--- config.mk ---
export PLATFORM = sky130hd
export DESIGN_NAME = rac_top
export DESIGN_NICKNAME = d
export VERILOG_FILES = /design/src/core/rac_pkg.sv /design/src/core/rac_axil_slave.sv /design/src/core/rac_repeat_ctr.sv /design/src/core/rac_top.sv
export VERILOG_INCLUDE_DIRS = /design/src /design/src/core
export SDC_FILE = /design/constraint.sdc
export NUM_CORES = 1
export LEC_CHECK = 0
export BUFFER_PORTS_ARGS = -buffer_cell sky130_fd_sc_hd__clkbuf_2
export CAP_MARGIN = 5
export CORE_MARGIN = 2
export CORE_UTILIZATION = 40
export CTS_CLUSTER_SIZE = 24
export DETAILED_ROUTE_END_ITERATION = 7
export GPL_TIMING_DRIVEN = 1
export PLACE_DENSITY_LB_ADDON = 0.15
export REMOVE_ABC_BUFFERS = 1
export SYNTH_ARGS = -nofsm -noshare
export SYNTH_HDL_FRONTEND = slang
export SYNTH_SLANG_ARGS = --single-unit
--- constraint.sdc ---
create_clock -name clk_i -period 3.5 [get_ports clk_i]
set_clock_uncertainty 0.05 [all_clocks]
set_input_delay 0.35 -clock clk_i [delete_from_list [all_inputs] [get_ports clk_i]]
set_output_delay 0.35 -clock clk_i [all_outputs]
set_load 0.03 [all_outputs]
--- src/core/rac_regs.svh ---
`ifndef RAC_REGS_SVH
`define RAC_REGS_SVH

// Register byte offsets
`define RAC_OFF_CFG      8'h00
`define RAC_OFF_MINUTES_SECONDS_VALUE   8'h04
`define RAC_OFF_PAD      8'h08
`define RAC_OFF_ALCFG    8'h0C
`define RAC_OFF_IRQ_STAT 8'h10
`define RAC_OFF_IRQ_MASK 8'h14

// Clock configuration and calibration fields
`define RAC_CFG_RUN_BIT  15
`define RAC_CFG_WREN_BIT 13
`define RAC_CFG_HALF_BIT 11
`define RAC_CFG_OE_BIT   10
`define RAC_CFG_CAL_MSB  7
`define RAC_CFG_RST      16'h0000

// Pad output configuration fields
`define RAC_PAD_SEL_BIT  1
`define RAC_PAD_RST      16'h0000

// Alarm configuration and repeat fields
`define RAC_AL_EN_BIT    15
`define RAC_AL_REPEAT_WRAP_ENABLE_BIT 14
`define RAC_AL_MASK_MSB  13
`define RAC_AL_MASK_LSB  10
`define RAC_AL_PTR_MSB   9
`define RAC_AL_PTR_LSB   8
`define RAC_AL_RPT_MSB   7
`define RAC_AL_RST       16'h0000

// Interrupt status and mask fields
`define RAC_IRQ_ALARM_BIT 0
`define RAC_IRQ_OFF_BIT   1
`define RAC_IRQ_RST       2'h0

`endif

--- src/core/rac_pkg.sv ---
package rac_pkg;

	// AXI response codes in encoding order
	typedef enum logic [1:0] {RAC_OKAY, RAC_EXOKAY, RAC_SLVERR} rac_resp_e;

	typedef logic [15:0] rac_half_t;
	typedef logic [7:0]  rac_count_t;

endpackage

--- src/core/rac_axil_slave.sv ---
`timescale 1ns/1ps

module rac_axil_slave (
	input  wire logic        clk_i,
	input  wire logic        nrst_i,
	input  wire logic [7:0]  s_awaddr_i,
	input  wire logic        s_awvalid_i,
	output logic             s_awready_o,
	input  wire logic [31:0] s_wdata_i,
	input  wire logic [3:0]  s_wstrb_i,
	input  wire logic        s_wvalid_i,
	output logic             s_wready_o,
	output logic [1:0]       s_bresp_o,
	output logic             s_bvalid_o,
	input  wire logic        s_bready_i,
	input  wire logic [7:0]  s_araddr_i,
	input  wire logic        s_arvalid_i,
	output logic             s_arready_o,
	output logic [31:0]      s_rdata_o,
	output logic [1:0]       s_rresp_o,
	output logic             s_rvalid_o,
	input  wire logic        s_rready_i,
	output logic             wr_en_o,
	output logic [7:0]       wr_addr_o,
	output logic [31:0]      wr_data_o,
	output logic [3:0]       wr_strb_o,
	input  wire logic        wr_err_i,
	output logic             rd_en_o,
	output logic [7:0]       rd_addr_o,
	input  wire logic [31:0] rd_data_i,
	input  wire logic        rd_err_i
);
	logic aw_hold_r;
	logic w_hold_r;

	// Channel readiness and one-cycle register strobes
	assign s_awready_o = !aw_hold_r;
	assign s_wready_o  = !w_hold_r;
	assign s_arready_o = !s_rvalid_o;
	assign wr_en_o     = aw_hold_r && w_hold_r && !s_bvalid_o;
	assign rd_en_o     = s_arvalid_i && s_arready_o;
	assign rd_addr_o   = s_araddr_i;

	// Address and data may arrive in either order
	always_ff @(posedge clk_i or negedge nrst_i)
	begin
		if (!nrst_i)
		begin
			aw_hold_r <= 1'b0;
			w_hold_r  <= 1'b0;
			wr_addr_o <= 8'h00;
			wr_data_o <= 32'h0000_0000;
			wr_strb_o <= 4'h0;
		end
		else
		begin
			if (s_awvalid_i && s_awready_o)
			begin
				aw_hold_r <= 1'b1;
				wr_addr_o <= s_awaddr_i;
			end
			else if (wr_en_o)
				aw_hold_r <= 1'b0;
			if (s_wvalid_i && s_wready_o)
			begin
				w_hold_r  <= 1'b1;
				wr_data_o <= s_wdata_i;
				wr_strb_o <= s_wstrb_i;
			end
			else if (wr_en_o)
				w_hold_r <= 1'b0;
		end
	end

	// Write response
	always_ff @(posedge clk_i or negedge nrst_i)
	begin
		if (!nrst_i)
		begin
			s_bvalid_o <= 1'b0;
			s_bresp_o  <= 2'h0;
		end
		else if (wr_en_o)
		begin
			s_bvalid_o <= 1'b1;
			s_bresp_o  <= wr_err_i ? rac_pkg::RAC_SLVERR : rac_pkg::RAC_OKAY;
		end
		else if (s_bready_i)
			s_bvalid_o <= 1'b0;
	end

	// Read response, data captured from the register mux
	always_ff @(posedge clk_i or negedge nrst_i)
	begin
		if (!nrst_i)
		begin
			s_rvalid_o <= 1'b0;
			s_rresp_o  <= 2'h0;
			s_rdata_o  <= 32'h0000_0000;
		end
		else if (rd_en_o)
		begin
			s_rvalid_o <= 1'b1;
			s_rresp_o  <= rd_err_i ? rac_pkg::RAC_SLVERR : rac_pkg::RAC_OKAY;
			s_rdata_o  <= rd_data_i;
		end
		else if (s_rready_i)
			s_rvalid_o <= 1'b0;
	end
endmodule // rac_axil_slave

--- src/core/rac_repeat_ctr.sv ---
`timescale 1ns/1ps

module rac_repeat_ctr #(
	parameter int CNT_W = 8
) (
	input  wire logic             alarm_evt_i,
	input  wire logic             wrap_en_i,
	input  wire logic [CNT_W-1:0] count_i,
	output logic [CNT_W-1:0]      count_nxt_o,
	output logic                  alarm_off_o
);
	// Step the count down, wrapping only when allowed
	function automatic logic [CNT_W-1:0] step_down(input logic [CNT_W-1:0] c,
			input logic wrap);
		if (c != '0)
			step_down = c - CNT_W'(1);
		else if (wrap)
			step_down = '1;
		else
			step_down = '0;
	endfunction

	// Next repeat count and automatic alarm shut-off
	always_comb
	begin
		count_nxt_o = count_i;
		alarm_off_o = 1'b0;
		if (alarm_evt_i)
		begin
			count_nxt_o = step_down(count_i, wrap_en_i);
			alarm_off_o = (count_i == '0) && !wrap_en_i;
		end
	end
endmodule // rac_repeat_ctr

--- src/core/rac_top.sv ---
// The register offsets and the AXI4-Lite register port are this design's own decisions.
`timescale 1ns/1ps
`include "rac_regs.svh"

module rac_top #(
	parameter int RPT_W = 8
) (
	input  wire logic        clk_i,
	input  wire logic        nrst_i,
	input  wire logic        por_nrst_i,
	input  wire logic [7:0]  s_awaddr_i,
	input  wire logic        s_awvalid_i,
	output logic             s_awready_o,
	input  wire logic [31:0] s_wdata_i,
	input  wire logic [3:0]  s_wstrb_i,
	input  wire logic        s_wvalid_i,
	output logic             s_wready_o,
	output logic [1:0]       s_bresp_o,
	output logic             s_bvalid_o,
	input  wire logic        s_bready_i,
	input  wire logic [7:0]  s_araddr_i,
	input  wire logic        s_arvalid_i,
	output logic             s_arready_o,
	output logic [31:0]      s_rdata_o,
	output logic [1:0]       s_rresp_o,
	output logic             s_rvalid_o,
	input  wire logic        s_rready_i,
	input  wire logic        seconds_clk_i,
	input  wire logic        half_second_tick_i,
	input  wire logic        alarm_match_i,
	input  wire logic        alarm_value_access_i,
	output logic             calendar_clock_pin_o,
	output logic             clock_run_enable_o,
	output logic [3:0]       alarm_interval_mask_o,
	output logic [1:0]       alarm_value_pointer_o,
	output logic             irq_o
);
	// ------------------------------------------------------------
	// Bus slave
	// ------------------------------------------------------------
	logic        wr_en;
	logic [7:0]  wr_addr;
	logic [31:0] wr_data;
	logic [3:0]  wr_strb;
	logic        wr_err;
	logic        rd_en;
	logic [7:0]  rd_addr;
	logic [31:0] rd_data;
	logic        rd_err;

	rac_axil_slave u_bus (
		.clk_i       (clk_i),
		.nrst_i      (nrst_i),
		.s_awaddr_i  (s_awaddr_i),
		.s_awvalid_i (s_awvalid_i),
		.s_awready_o (s_awready_o),
		.s_wdata_i   (s_wdata_i),
		.s_wstrb_i   (s_wstrb_i),
		.s_wvalid_i  (s_wvalid_i),
		.s_wready_o  (s_wready_o),
		.s_bresp_o   (s_bresp_o),
		.s_bvalid_o  (s_bvalid_o),
		.s_bready_i  (s_bready_i),
		.s_araddr_i  (s_araddr_i),
		.s_arvalid_i (s_arvalid_i),
		.s_arready_o (s_arready_o),
		.s_rdata_o   (s_rdata_o),
		.s_rresp_o   (s_rresp_o),
		.s_rvalid_o  (s_rvalid_o),
		.s_rready_i  (s_rready_i),
		.wr_en_o     (wr_en),
		.wr_addr_o   (wr_addr),
		.wr_data_o   (wr_data),
		.wr_strb_o   (wr_strb),
		.wr_err_i    (wr_err),
		.rd_en_o     (rd_en),
		.rd_addr_o   (rd_addr),
		.rd_data_i   (rd_data),
		.rd_err_i    (rd_err)
	);

	// True when an offset names a register
	function automatic logic is_mapped(input logic [7:0] a);
		case (a)
			`RAC_OFF_CFG, `RAC_OFF_MINUTES_SECONDS_VALUE, `RAC_OFF_PAD,
			`RAC_OFF_ALCFG, `RAC_OFF_IRQ_STAT, `RAC_OFF_IRQ_MASK:
				is_mapped = 1'b1;
			default:
				is_mapped = 1'b0;
		endcase
	endfunction

	assign wr_err = !is_mapped(wr_addr);
	assign rd_err = !is_mapped(rd_addr);

	// ------------------------------------------------------------
	// Write strobes per register and the status read strobe
	// ------------------------------------------------------------
	logic cfg_wr_lo;
	logic cfg_wr_hi;
	logic min_wr_lo;
	logic min_wr_hi;
	logic pad_wr;
	logic al_wr_lo;
	logic al_wr_hi;
	logic mask_wr;
	logic stat_rd;

	assign cfg_wr_lo = wr_en && wr_addr == `RAC_OFF_CFG && wr_strb[0];
	assign cfg_wr_hi = wr_en && wr_addr == `RAC_OFF_CFG && wr_strb[1];
	assign min_wr_lo = wr_en && wr_addr == `RAC_OFF_MINUTES_SECONDS_VALUE && wr_strb[0];
	assign min_wr_hi = wr_en && wr_addr == `RAC_OFF_MINUTES_SECONDS_VALUE && wr_strb[1];
	assign pad_wr    = wr_en && wr_addr == `RAC_OFF_PAD && wr_strb[0];
	assign al_wr_lo  = wr_en && wr_addr == `RAC_OFF_ALCFG && wr_strb[0];
	assign al_wr_hi  = wr_en && wr_addr == `RAC_OFF_ALCFG && wr_strb[1];
	assign mask_wr   = wr_en && wr_addr == `RAC_OFF_IRQ_MASK && wr_strb[0];
	assign stat_rd   = rd_en && rd_addr == `RAC_OFF_IRQ_STAT;

	// ------------------------------------------------------------
	// Clock configuration and calibration
	// ------------------------------------------------------------
	logic       run_en_r;
	logic       val_wren_r;
	logic       half_sec_r;
	logic       out_en_r;
	logic [7:0] cal_r;

	// Held across system resets, cleared by power-on only
	always_ff @(posedge clk_i or negedge por_nrst_i)
	begin
		if (!por_nrst_i)
		begin
			run_en_r   <= 1'(`RAC_CFG_RST >> `RAC_CFG_RUN_BIT);
			val_wren_r <= 1'(`RAC_CFG_RST >> `RAC_CFG_WREN_BIT);
			out_en_r   <= 1'(`RAC_CFG_RST >> `RAC_CFG_OE_BIT);
			cal_r      <= 8'(`RAC_CFG_RST);
		end
		else
		begin
			if (cfg_wr_lo)
				cal_r <= wr_data[`RAC_CFG_CAL_MSB:0];
			if (cfg_wr_hi)
			begin
				val_wren_r <= wr_data[`RAC_CFG_WREN_BIT];
				out_en_r   <= wr_data[`RAC_CFG_OE_BIT];
				if (val_wren_r)
					run_en_r <= wr_data[`RAC_CFG_RUN_BIT];
			end
		end
	end

	// Half-second flag toggles on tick, a minutes/seconds low-byte write zeroes it
	always_ff @(posedge clk_i or negedge por_nrst_i)
	begin
		if (!por_nrst_i)
			half_sec_r <= 1'(`RAC_CFG_RST >> `RAC_CFG_HALF_BIT);
		else if (min_wr_lo)
			half_sec_r <= 1'b0;
		else if (half_second_tick_i)
			half_sec_r <= !half_sec_r;
	end

	// ------------------------------------------------------------
	// Minutes and seconds value
	// ------------------------------------------------------------
	logic [15:0] minutes_seconds_value_r;

	always_ff @(posedge clk_i or negedge nrst_i)
	begin
		if (!nrst_i)
			minutes_seconds_value_r <= 16'h0000;
		else
		begin
			if (min_wr_lo)
				minutes_seconds_value_r[7:0] <= wr_data[7:0];
			if (min_wr_hi)
				minutes_seconds_value_r[15:8] <= wr_data[15:8];
		end
	end

	// ------------------------------------------------------------
	// Pad output configuration and pin
	// ------------------------------------------------------------
	logic src_sel_r;
	logic alarm_pulse_r;

	always_ff @(posedge clk_i or negedge nrst_i)
	begin
		if (!nrst_i)
			src_sel_r <= 1'(`RAC_PAD_RST >> `RAC_PAD_SEL_BIT);
		else if (pad_wr)
			src_sel_r <= wr_data[`RAC_PAD_SEL_BIT];
	end

	// Pin driven from a flop: selected source gated by output enable
	always_ff @(posedge clk_i or negedge nrst_i)
	begin
		if (!nrst_i)
			calendar_clock_pin_o <= 1'b0;
		else if (out_en_r)
			calendar_clock_pin_o <= src_sel_r ? seconds_clk_i : alarm_pulse_r;
		else
			calendar_clock_pin_o <= 1'b0;
	end

	// ------------------------------------------------------------
	// Alarm configuration and repeat
	// ------------------------------------------------------------
	logic             al_en_r;
	logic             repeat_wrap_enable_r;
	logic [3:0]       alarm_interval_mask_r;
	logic [1:0]       aptr_r;
	logic [RPT_W-1:0] rpt_r;
	logic [RPT_W-1:0] rpt_nxt;
	logic             al_off;
	logic             alarm_evt;

	assign alarm_evt = alarm_match_i && al_en_r;

	rac_repeat_ctr #(.CNT_W(RPT_W)) u_rpt (
		.alarm_evt_i (alarm_evt),
		.wrap_en_i   (repeat_wrap_enable_r),
		.count_i     (rpt_r),
		.count_nxt_o (rpt_nxt),
		.alarm_off_o (al_off)
	);

	// Upper byte: enable, wrap, mask, pointer; writes beat hardware
	always_ff @(posedge clk_i or negedge nrst_i)
	begin
		if (!nrst_i)
		begin
			al_en_r <= 1'(`RAC_AL_RST >> `RAC_AL_EN_BIT);
			repeat_wrap_enable_r <= 1'(`RAC_AL_RST >> `RAC_AL_REPEAT_WRAP_ENABLE_BIT);
			alarm_interval_mask_r <= 4'(`RAC_AL_RST >> `RAC_AL_MASK_LSB);
			aptr_r  <= 2'(`RAC_AL_RST >> `RAC_AL_PTR_LSB);
		end
		else if (al_wr_hi)
		begin
			al_en_r <= wr_data[`RAC_AL_EN_BIT];
			repeat_wrap_enable_r <= wr_data[`RAC_AL_REPEAT_WRAP_ENABLE_BIT];
			alarm_interval_mask_r <= wr_data[`RAC_AL_MASK_MSB:`RAC_AL_MASK_LSB];
			aptr_r  <= wr_data[`RAC_AL_PTR_MSB:`RAC_AL_PTR_LSB];
		end
		else
		begin
			if (al_off)
				al_en_r <= 1'b0;
			if (alarm_value_access_i && aptr_r != 2'h0)
				aptr_r <= aptr_r - 2'h1;
		end
	end

	// Repeat count and the alarm pulse toggle
	always_ff @(posedge clk_i or negedge nrst_i)
	begin
		if (!nrst_i)
		begin
			rpt_r         <= RPT_W'(`RAC_AL_RST);
			alarm_pulse_r <= 1'b0;
		end
		else
		begin
			if (al_wr_lo)
				rpt_r <= wr_data[RPT_W-1:0];
			else
				rpt_r <= rpt_nxt;
			if (alarm_evt)
				alarm_pulse_r <= !alarm_pulse_r;
		end
	end

	// ------------------------------------------------------------
	// Interrupts
	// ------------------------------------------------------------
	logic [1:0] irq_stat_r;
	logic [1:0] irq_mask_r;
	logic [1:0] irq_set;

	assign irq_set = {al_off, alarm_evt};

	// Sticky status, read clears, a new event wins over the clear
	always_ff @(posedge clk_i or negedge nrst_i)
	begin
		if (!nrst_i)
		begin
			irq_stat_r <= `RAC_IRQ_RST;
			irq_mask_r <= `RAC_IRQ_RST;
		end
		else
		begin
			irq_stat_r <= (stat_rd ? 2'h0 : irq_stat_r) | irq_set;
			if (mask_wr)
				irq_mask_r <= wr_data[1:0];
		end
	end

	assign irq_o = |(irq_stat_r & irq_mask_r);

	// ------------------------------------------------------------
	// Read mux and plain outputs
	// ------------------------------------------------------------
	always_comb
	begin
		rd_data = 32'h0000_0000;
		case (rd_addr)
			`RAC_OFF_CFG:
			begin
				rd_data[`RAC_CFG_RUN_BIT]     = run_en_r;
				rd_data[`RAC_CFG_WREN_BIT]    = val_wren_r;
				rd_data[`RAC_CFG_HALF_BIT]    = half_sec_r;
				rd_data[`RAC_CFG_OE_BIT]      = out_en_r;
				rd_data[`RAC_CFG_CAL_MSB:0]   = cal_r;
			end
			`RAC_OFF_MINUTES_SECONDS_VALUE:   rd_data[15:0] = minutes_seconds_value_r;
			`RAC_OFF_PAD:      rd_data[`RAC_PAD_SEL_BIT] = src_sel_r;
			`RAC_OFF_ALCFG:
				rd_data[15:0] = {al_en_r, repeat_wrap_enable_r, alarm_interval_mask_r, aptr_r, rpt_r};
			`RAC_OFF_IRQ_STAT: rd_data[1:0] = irq_stat_r;
			`RAC_OFF_IRQ_MASK: rd_data[1:0] = irq_mask_r;
			default:           rd_data = 32'h0000_0000;
		endcase
	end

	assign clock_run_enable_o    = run_en_r;
	assign alarm_interval_mask_o = alarm_interval_mask_r;
	assign alarm_value_pointer_o = aptr_r;

	// ------------------------------------------------------------
	// Assertions
	// ------------------------------------------------------------
	logic [11:0] cfg_ctl;
	logic        pad_rd_q;

	assign cfg_ctl = {run_en_r, val_wren_r, out_en_r, cal_r, 1'b0};

	always_ff @(posedge clk_i or negedge nrst_i)
	begin
		if (!nrst_i)
			pad_rd_q <= 1'b0;
		else
			pad_rd_q <= rd_en && rd_addr == `RAC_OFF_PAD;
	end
endmodule // rac_top

# Yosys cells after proc, flatten, opt, wreduce, memory -nomap -nowiden

Cells that the tools add are included.

Flip-flop bits (word level): 101
Bits of input ports: 64
Logic and storage cells: 121

Eq/ne operators: 10
Bitwise operators: 2
Muxes and demuxes: 34
Add/subtract/negate cells: 2
Reductions and logical operators: 46

Operator list:

| operator              | count |
|---|---|
| $eq A8 B4 Y1 const B  | 4 |
| $eq A8 B5 Y1 const B  | 4 |
| $mux W8               | 4 |
| $logic_not A8 Y1      | 3 |
| $logic_and A1 B1 Y1   | 22 |
| $pmux W6 S3           | 1 |
| $reduce_bool A2 Y1    | 9 |
| $eq A8 B3 Y1 const B  | 2 |
| $mux W1               | 16 |
| $reduce_or A6 Y1      | 2 |
| $mux W2               | 5 |
| $reduce_bool A8 Y1    | 1 |
| $sub A8 B1 Y8 const B | 1 |
| $logic_not A1 Y1      | 7 |
| $pmux W1 S3           | 2 |
| $pmux W1 S6           | 1 |
| $pmux W2 S3           | 1 |
| $pmux W1 S5           | 1 |
| $pmux W1 S2           | 2 |
| $pmux W2 S2           | 1 |
| $and A2 B2 Y2         | 1 |
| $or A2 B2 Y2          | 1 |
| $reduce_and A2 Y1     | 1 |
| $reduce_or A2 Y1      | 1 |
| $sub A2 B1 Y2 const B | 1 |

# Longest topological paths before layout

Word-level depth: 5
Gate-level depth with buffers: 7

# Hierarchy

Synthesis repeated with hierarchy kept, for this count alone.

Cell total of the unflattened synthesis: 451
Area, all modules: 6343.6 µm²

Modules (own cells, without submodules):

| module         | times used | sequential area each (µm²) | area each (µm²) | cells each |
|---|---|---|---|---|
| rac_axil_slave | 1          | 2052.0                     | 3423.3          | 193 |
| rac_top        | 1          | 1276.2                     | 2596.2          | 209 |
| rac_repeat_ctr | 1          | 0.0                        | 324.1           | 49 |

# Worst setup path before layout

OpenSTA, ideal clock, no wires.

Path type: input to register
Start point: in s_araddr_i[1]
End point: reg irq_stat_r[1]
Path slack: 1.351 ns
Data arrival time: 1.977 ns
Stages on the path: 4
Buffers on the path: 0
Library setup time: 0.122 ns
Path through: or4_4 or3_4 or4b_4 a32o_1

Cells in the longest elaborated chain, start to end: 4

RTL lines:

| item                                 | RTL line       | source |
|---|---|---|
| from (decl)                          | rac_top.sv:21  | `input wire logic [7:0] s_araddr_i,` |
| $eq A8 B5 Y1                         | -              |  |
| $logic_and A1 B1 Y1 (no source line) | -              |  |
| $mux W2                              | rac_top.sv:292 | `irq_stat_r <= (stat_rd ? 2'h0 : irq_stat_r) \| irq_set;` |
| $or A2 B2 Y2                         | rac_top.sv:292 |  |
| to (signal assigned)                 | rac_top.sv:287 | `` irq_stat_r <= `RAC_IRQ_RST; `` |
| to (signal assigned)                 | rac_top.sv:292 |  |
| to (decl)                            | rac_top.sv:276 | `logic [1:0] irq_stat_r;` |

No other way between the ends.
A chain may end at the register's enable or synchronous reset.

# Worst setup path after layout

Start point: reg u_bus.wr_addr_o[0]
End point: reg repeat_wrap_enable_r

Cells in the longest elaborated chain, start to end: 3

RTL lines:

| item                                 | RTL line             | source |
|---|---|---|
| from (decl)                          | rac_axil_slave.sv:24 | `output logic [7:0] wr_addr_o,` |
| from (signal assigned)               | rac_axil_slave.sv:60 | `wr_addr_o <= s_awaddr_i;` |
| $eq A8 B4 Y1                         | -                    |  |
| $logic_and A1 B1 Y1 (no source line) | -                    |  |
| $logic_and A1 B1 Y1                  | rac_top.sv:115       | `` assign al_wr_hi = wr_en && wr_addr == `RAC_OFF_ALCFG && wr_strb[1]; `` |
| to (signal assigned)                 | rac_top.sv:234       | `` repeat_wrap_enable_r <= 1'(`RAC_AL_RST >> `RAC_AL_REPEAT_WRAP_ENABLE_BIT); `` |
| to (signal assigned)                 | rac_top.sv:241       | `` repeat_wrap_enable_r <= wr_data[`RAC_AL_REPEAT_WRAP_ENABLE_BIT]; `` |
| to (decl)                            | rac_top.sv:210       | `logic repeat_wrap_enable_r;` |

No other way between the ends.

==> out/metrics.cfg <==
[timing]
fin_setup_tns_ns = 0
finalSetupViolations = 0
fin_crit_sh = 0.708
rsz0062_at_grt = no
tightest_slew_ns = 0.641
maxSlewHeadroom = 0.572
finalMaxSlewViolations = 0
fmax_ghz = 0.403
final.setup.worst_slack_ns = 1.02
holdWs_ns = -0.0303
finalHoldViolCount = 27
timing.final.crit_period_ns = 2.48

[status]
violations = hold timing
status = finished, violations left

[detailed_routing]
firstDrtPassIters = 6
viasPerCell = 5.26
drtIter0Drc = 105
drcViolationCount = 0
wl_per_cell_microns = 16.6
antenna_left = 0
vias = 3187
wl_microns = 10100

[yosys]
ys_ff_latch = 99
syn_area_sq_um = 4640
synth_top_cell_area_share = 0.534
synth_edf_count = 0
synth_async_sr_flop_share = 1.00
yosys-top-cells-area = dfrtp_1 53%, mux2_2 16%, mux2i_1 4.1%
synth-seq-area-share = 0.534
syn_inst = 386
ys_types = 53
synth_ff_type = dfrtp_1
yosysWarnings = 0
yosysTopAreaCell = dfrtp_1
synth.avg_cell_area_sq_um = 12.0

[run]
maxCapViolations = 0

[placement]
dp_worst_setup_slack_ns = 1.03
gp_congestion = 0.834
portBuffers = 77
dp_hpwl_microns = 6920

[setup_path]
end_kind = flip-flop
slowest_delay_ns = 0.58
path_class = reg2reg
path_cells = or4_4 > nor4_2 > and3_1 > mux2_2
r2r_cells = 4
rr_startpoint = u_bus.wr_addr_o[0]$_DFFE_PN0P_
timing.rr.end = repeat_wrap_enable_r$_DFFE_PN0P_
r2r_slack_ns = 1.02
worst_setup_path_start_kind = flip-flop
cp_max_fo = 8
cpMaxStageDelayCell = or4_4
crit_arrival_ns = 2.65
critPathRequiredTime_ns = 3.67

[global_routing]
met2_usage = 0.259
use_met1 = 0.240
grt_pass1_wl_microns = 16700
first_global_vias = 3191
grt_busiest_layer = met2
grt_use_total = 0.170
grt_max_degree = 48
overflow = 0
antenna_found_initial = 0
met3_usage = 0.0419

[cts]
cts_setup_buffers = 0
cts.sinks = 99
cts_tree = yes
cts_resized = 0
ctsLongestPathBuffers = 2
cts-htree-levels = 3
clk_pin_slew_ns = 0.07
cts_hold_buf = 1
cts_made_buffers = 9
cts_root_buf = clkbuf_16
clkLatencyLatePin_ns = 0.34

[die]
die_w_microns = 112
die_area_sq_um = 12500
start_util = 0.408
io_pins = 114
core_area_sq_um = 11400
row_count = 39
die-height_microns = 112

[layout]
syn_to_final_growth_pct = 16.0
layout-drive-gt1-share = 0.378
nNetsFinal = 527
num_antenna_cells = 0
final_cell_mix = 99 x dfrtp_1, 76 x clkbuf_2, 65 x mux2_2
n_fill_cell = 1066
final_common_cell = dfrtp_1

[power_and_ir_drop]
leakagePower_nw = 2.59
max-vdd-ir-drop_mv = 0.399
powerDensity_nw_per_um2 = 646

[min_path]
hold_class = in2async

[power breakdown]
part	leakage, nW	internal, W	total, W	switching, W
Sequential	1.28	0.00144	0.00172	0.000280
Combinational	1.18	0.000406	0.000843	0.000437
Clock	0.135	0.000495	0.000916	0.000421
[per-layer routing]
metal | vias up | wire [microns]
li1 | 1487 | -
met1 | 1605 | 4840
met2 | 86 | 4640
met3 | 9 | 462
met4 | 0 | 148
met5 | - | 0
[cell families (layout without fill, tap and decap cells)]
family,after synthesis,count (layout),share of synthesized area
flip-flops,99,99,0.534
multiplexers,86,86,0.206
AND/OR/NAND/NOR,75,75,0.0932
AO/OA/AOI/OAI,69,69,0.0954
buffers and inverters,48,108,0.0536
XOR/XNOR,5,5,0.00943
adder cells (fa/ha/maj),3,3,0.00808
other,1,18,0.000808
[Yosys cell counts, types with 2 or more instances]
cell / number
dfrtp_1: 99
mux2_2: 65
nand2_1: 30
o21ai_0: 29
mux2i_1: 19
buf_4: 18
clkbuf_1: 17
a22o_1: 12
inv_1: 10
a21oi_1: 9
nor2b_1: 7
nor2_1: 6
nor3_1: 5
nand2b_1: 4
a211oi_1: 3
ha_1: 3
nor4_2: 3
xnor2_1: 3
a22oi_1: 2
buf_1: 2
nand3_1: 2
nand3b_1: 2
o21a_1: 2
o21ai_1: 2
or3b_2: 2
or4_4: 2
xor2_1: 2
[worst max-delay path, delay by kind of cell, from the launching register on]
family	cells	cell delay [ns]
multiplexers	1	0.39
AND/OR/NAND/NOR	3	1.54
flip-flops	1	0.38
[how the worst max path moves through the flow]
stage                                            to  slack (ns)                           start
6_report           repeat_wrap_enable_r$_DFFE_PN0P_        1.02  u_bus.wr_addr_o[0]$_DFFE_PN0P_
5_1_grt        alarm_interval_mask_o[1]$_DFFE_PN0P_        0.92  u_bus.wr_addr_o[0]$_DFFE_PN0P_
4_1_cts        alarm_interval_mask_o[1]$_DFFE_PN0P_        1.02  u_bus.wr_addr_o[0]$_DFFE_PN0P_
3_5_place_dp   alarm_interval_mask_o[1]$_DFFE_PN0P_        1.03  u_bus.wr_addr_o[0]$_DFFE_PN0P_
3_3_place_gp   alarm_value_pointer_o[1]$_DFFE_PN0P_        1.06  u_bus.wr_addr_o[0]$_DFFE_PN0P_
2_1_floorplan               irq_stat_r[1]$_DFF_PN0_        1.29    u_bus.s_rvalid_o$_DFFE_PN0P_
[layout make-up]
class | count | area [sq um] | share of cell area
clock buffers | 10 | 239 | 0.0444
clock inverters | 4 | 27.5 | 0.00511
inverters | 10 | 37.5 | 0.00697
multi-input cells | 256 | 1980 | 0.368
flip-flops and latches | 99 | 2480 | 0.460
well taps | 143 | 179 | 0.0332
repair buffers | 84 | 443 | 0.0822
[stage by stage]
| stage | total power [W] | hold slack (ns) | instances | utilization | instance area (sq um) |
|---|---|---|---|---|---|
| global placement | 0.00256 | 0.232 | 591 | 0.449 | 5110 |
| detailed placement | 0.00259 | 0.238 | 591 | 0.449 | 5110 |
| floorplan | 0.00230 | 0.00441 | 365 | - | 4500 |
| CTS | 0.00352 | 0.00182 | 606 | 0.474 | 5390 |
| finish | 0.00348 | -0.0303 | 606 | 0.474 | 5390 |
| global route | 0.00371 | 0.0181 | 606 | 0.474 | 5390 |
[flip-flops by register name (all words and copies together) (netlist names), 2 cells and up]
register                 count
alarm_value_pointer_o        2
alarm_interval_mask_o        4
minutes_seconds_value_r     16
u_bus.wr_strb_o              2
rpt_r                        8
u_bus.wr_data_o             16
irq_stat_r                   2
cal_r                        8
u_bus.wr_addr_o              8
irq_mask_r                   2
u_bus.s_rdata_o             16
(Power assumes the default switching activity.)
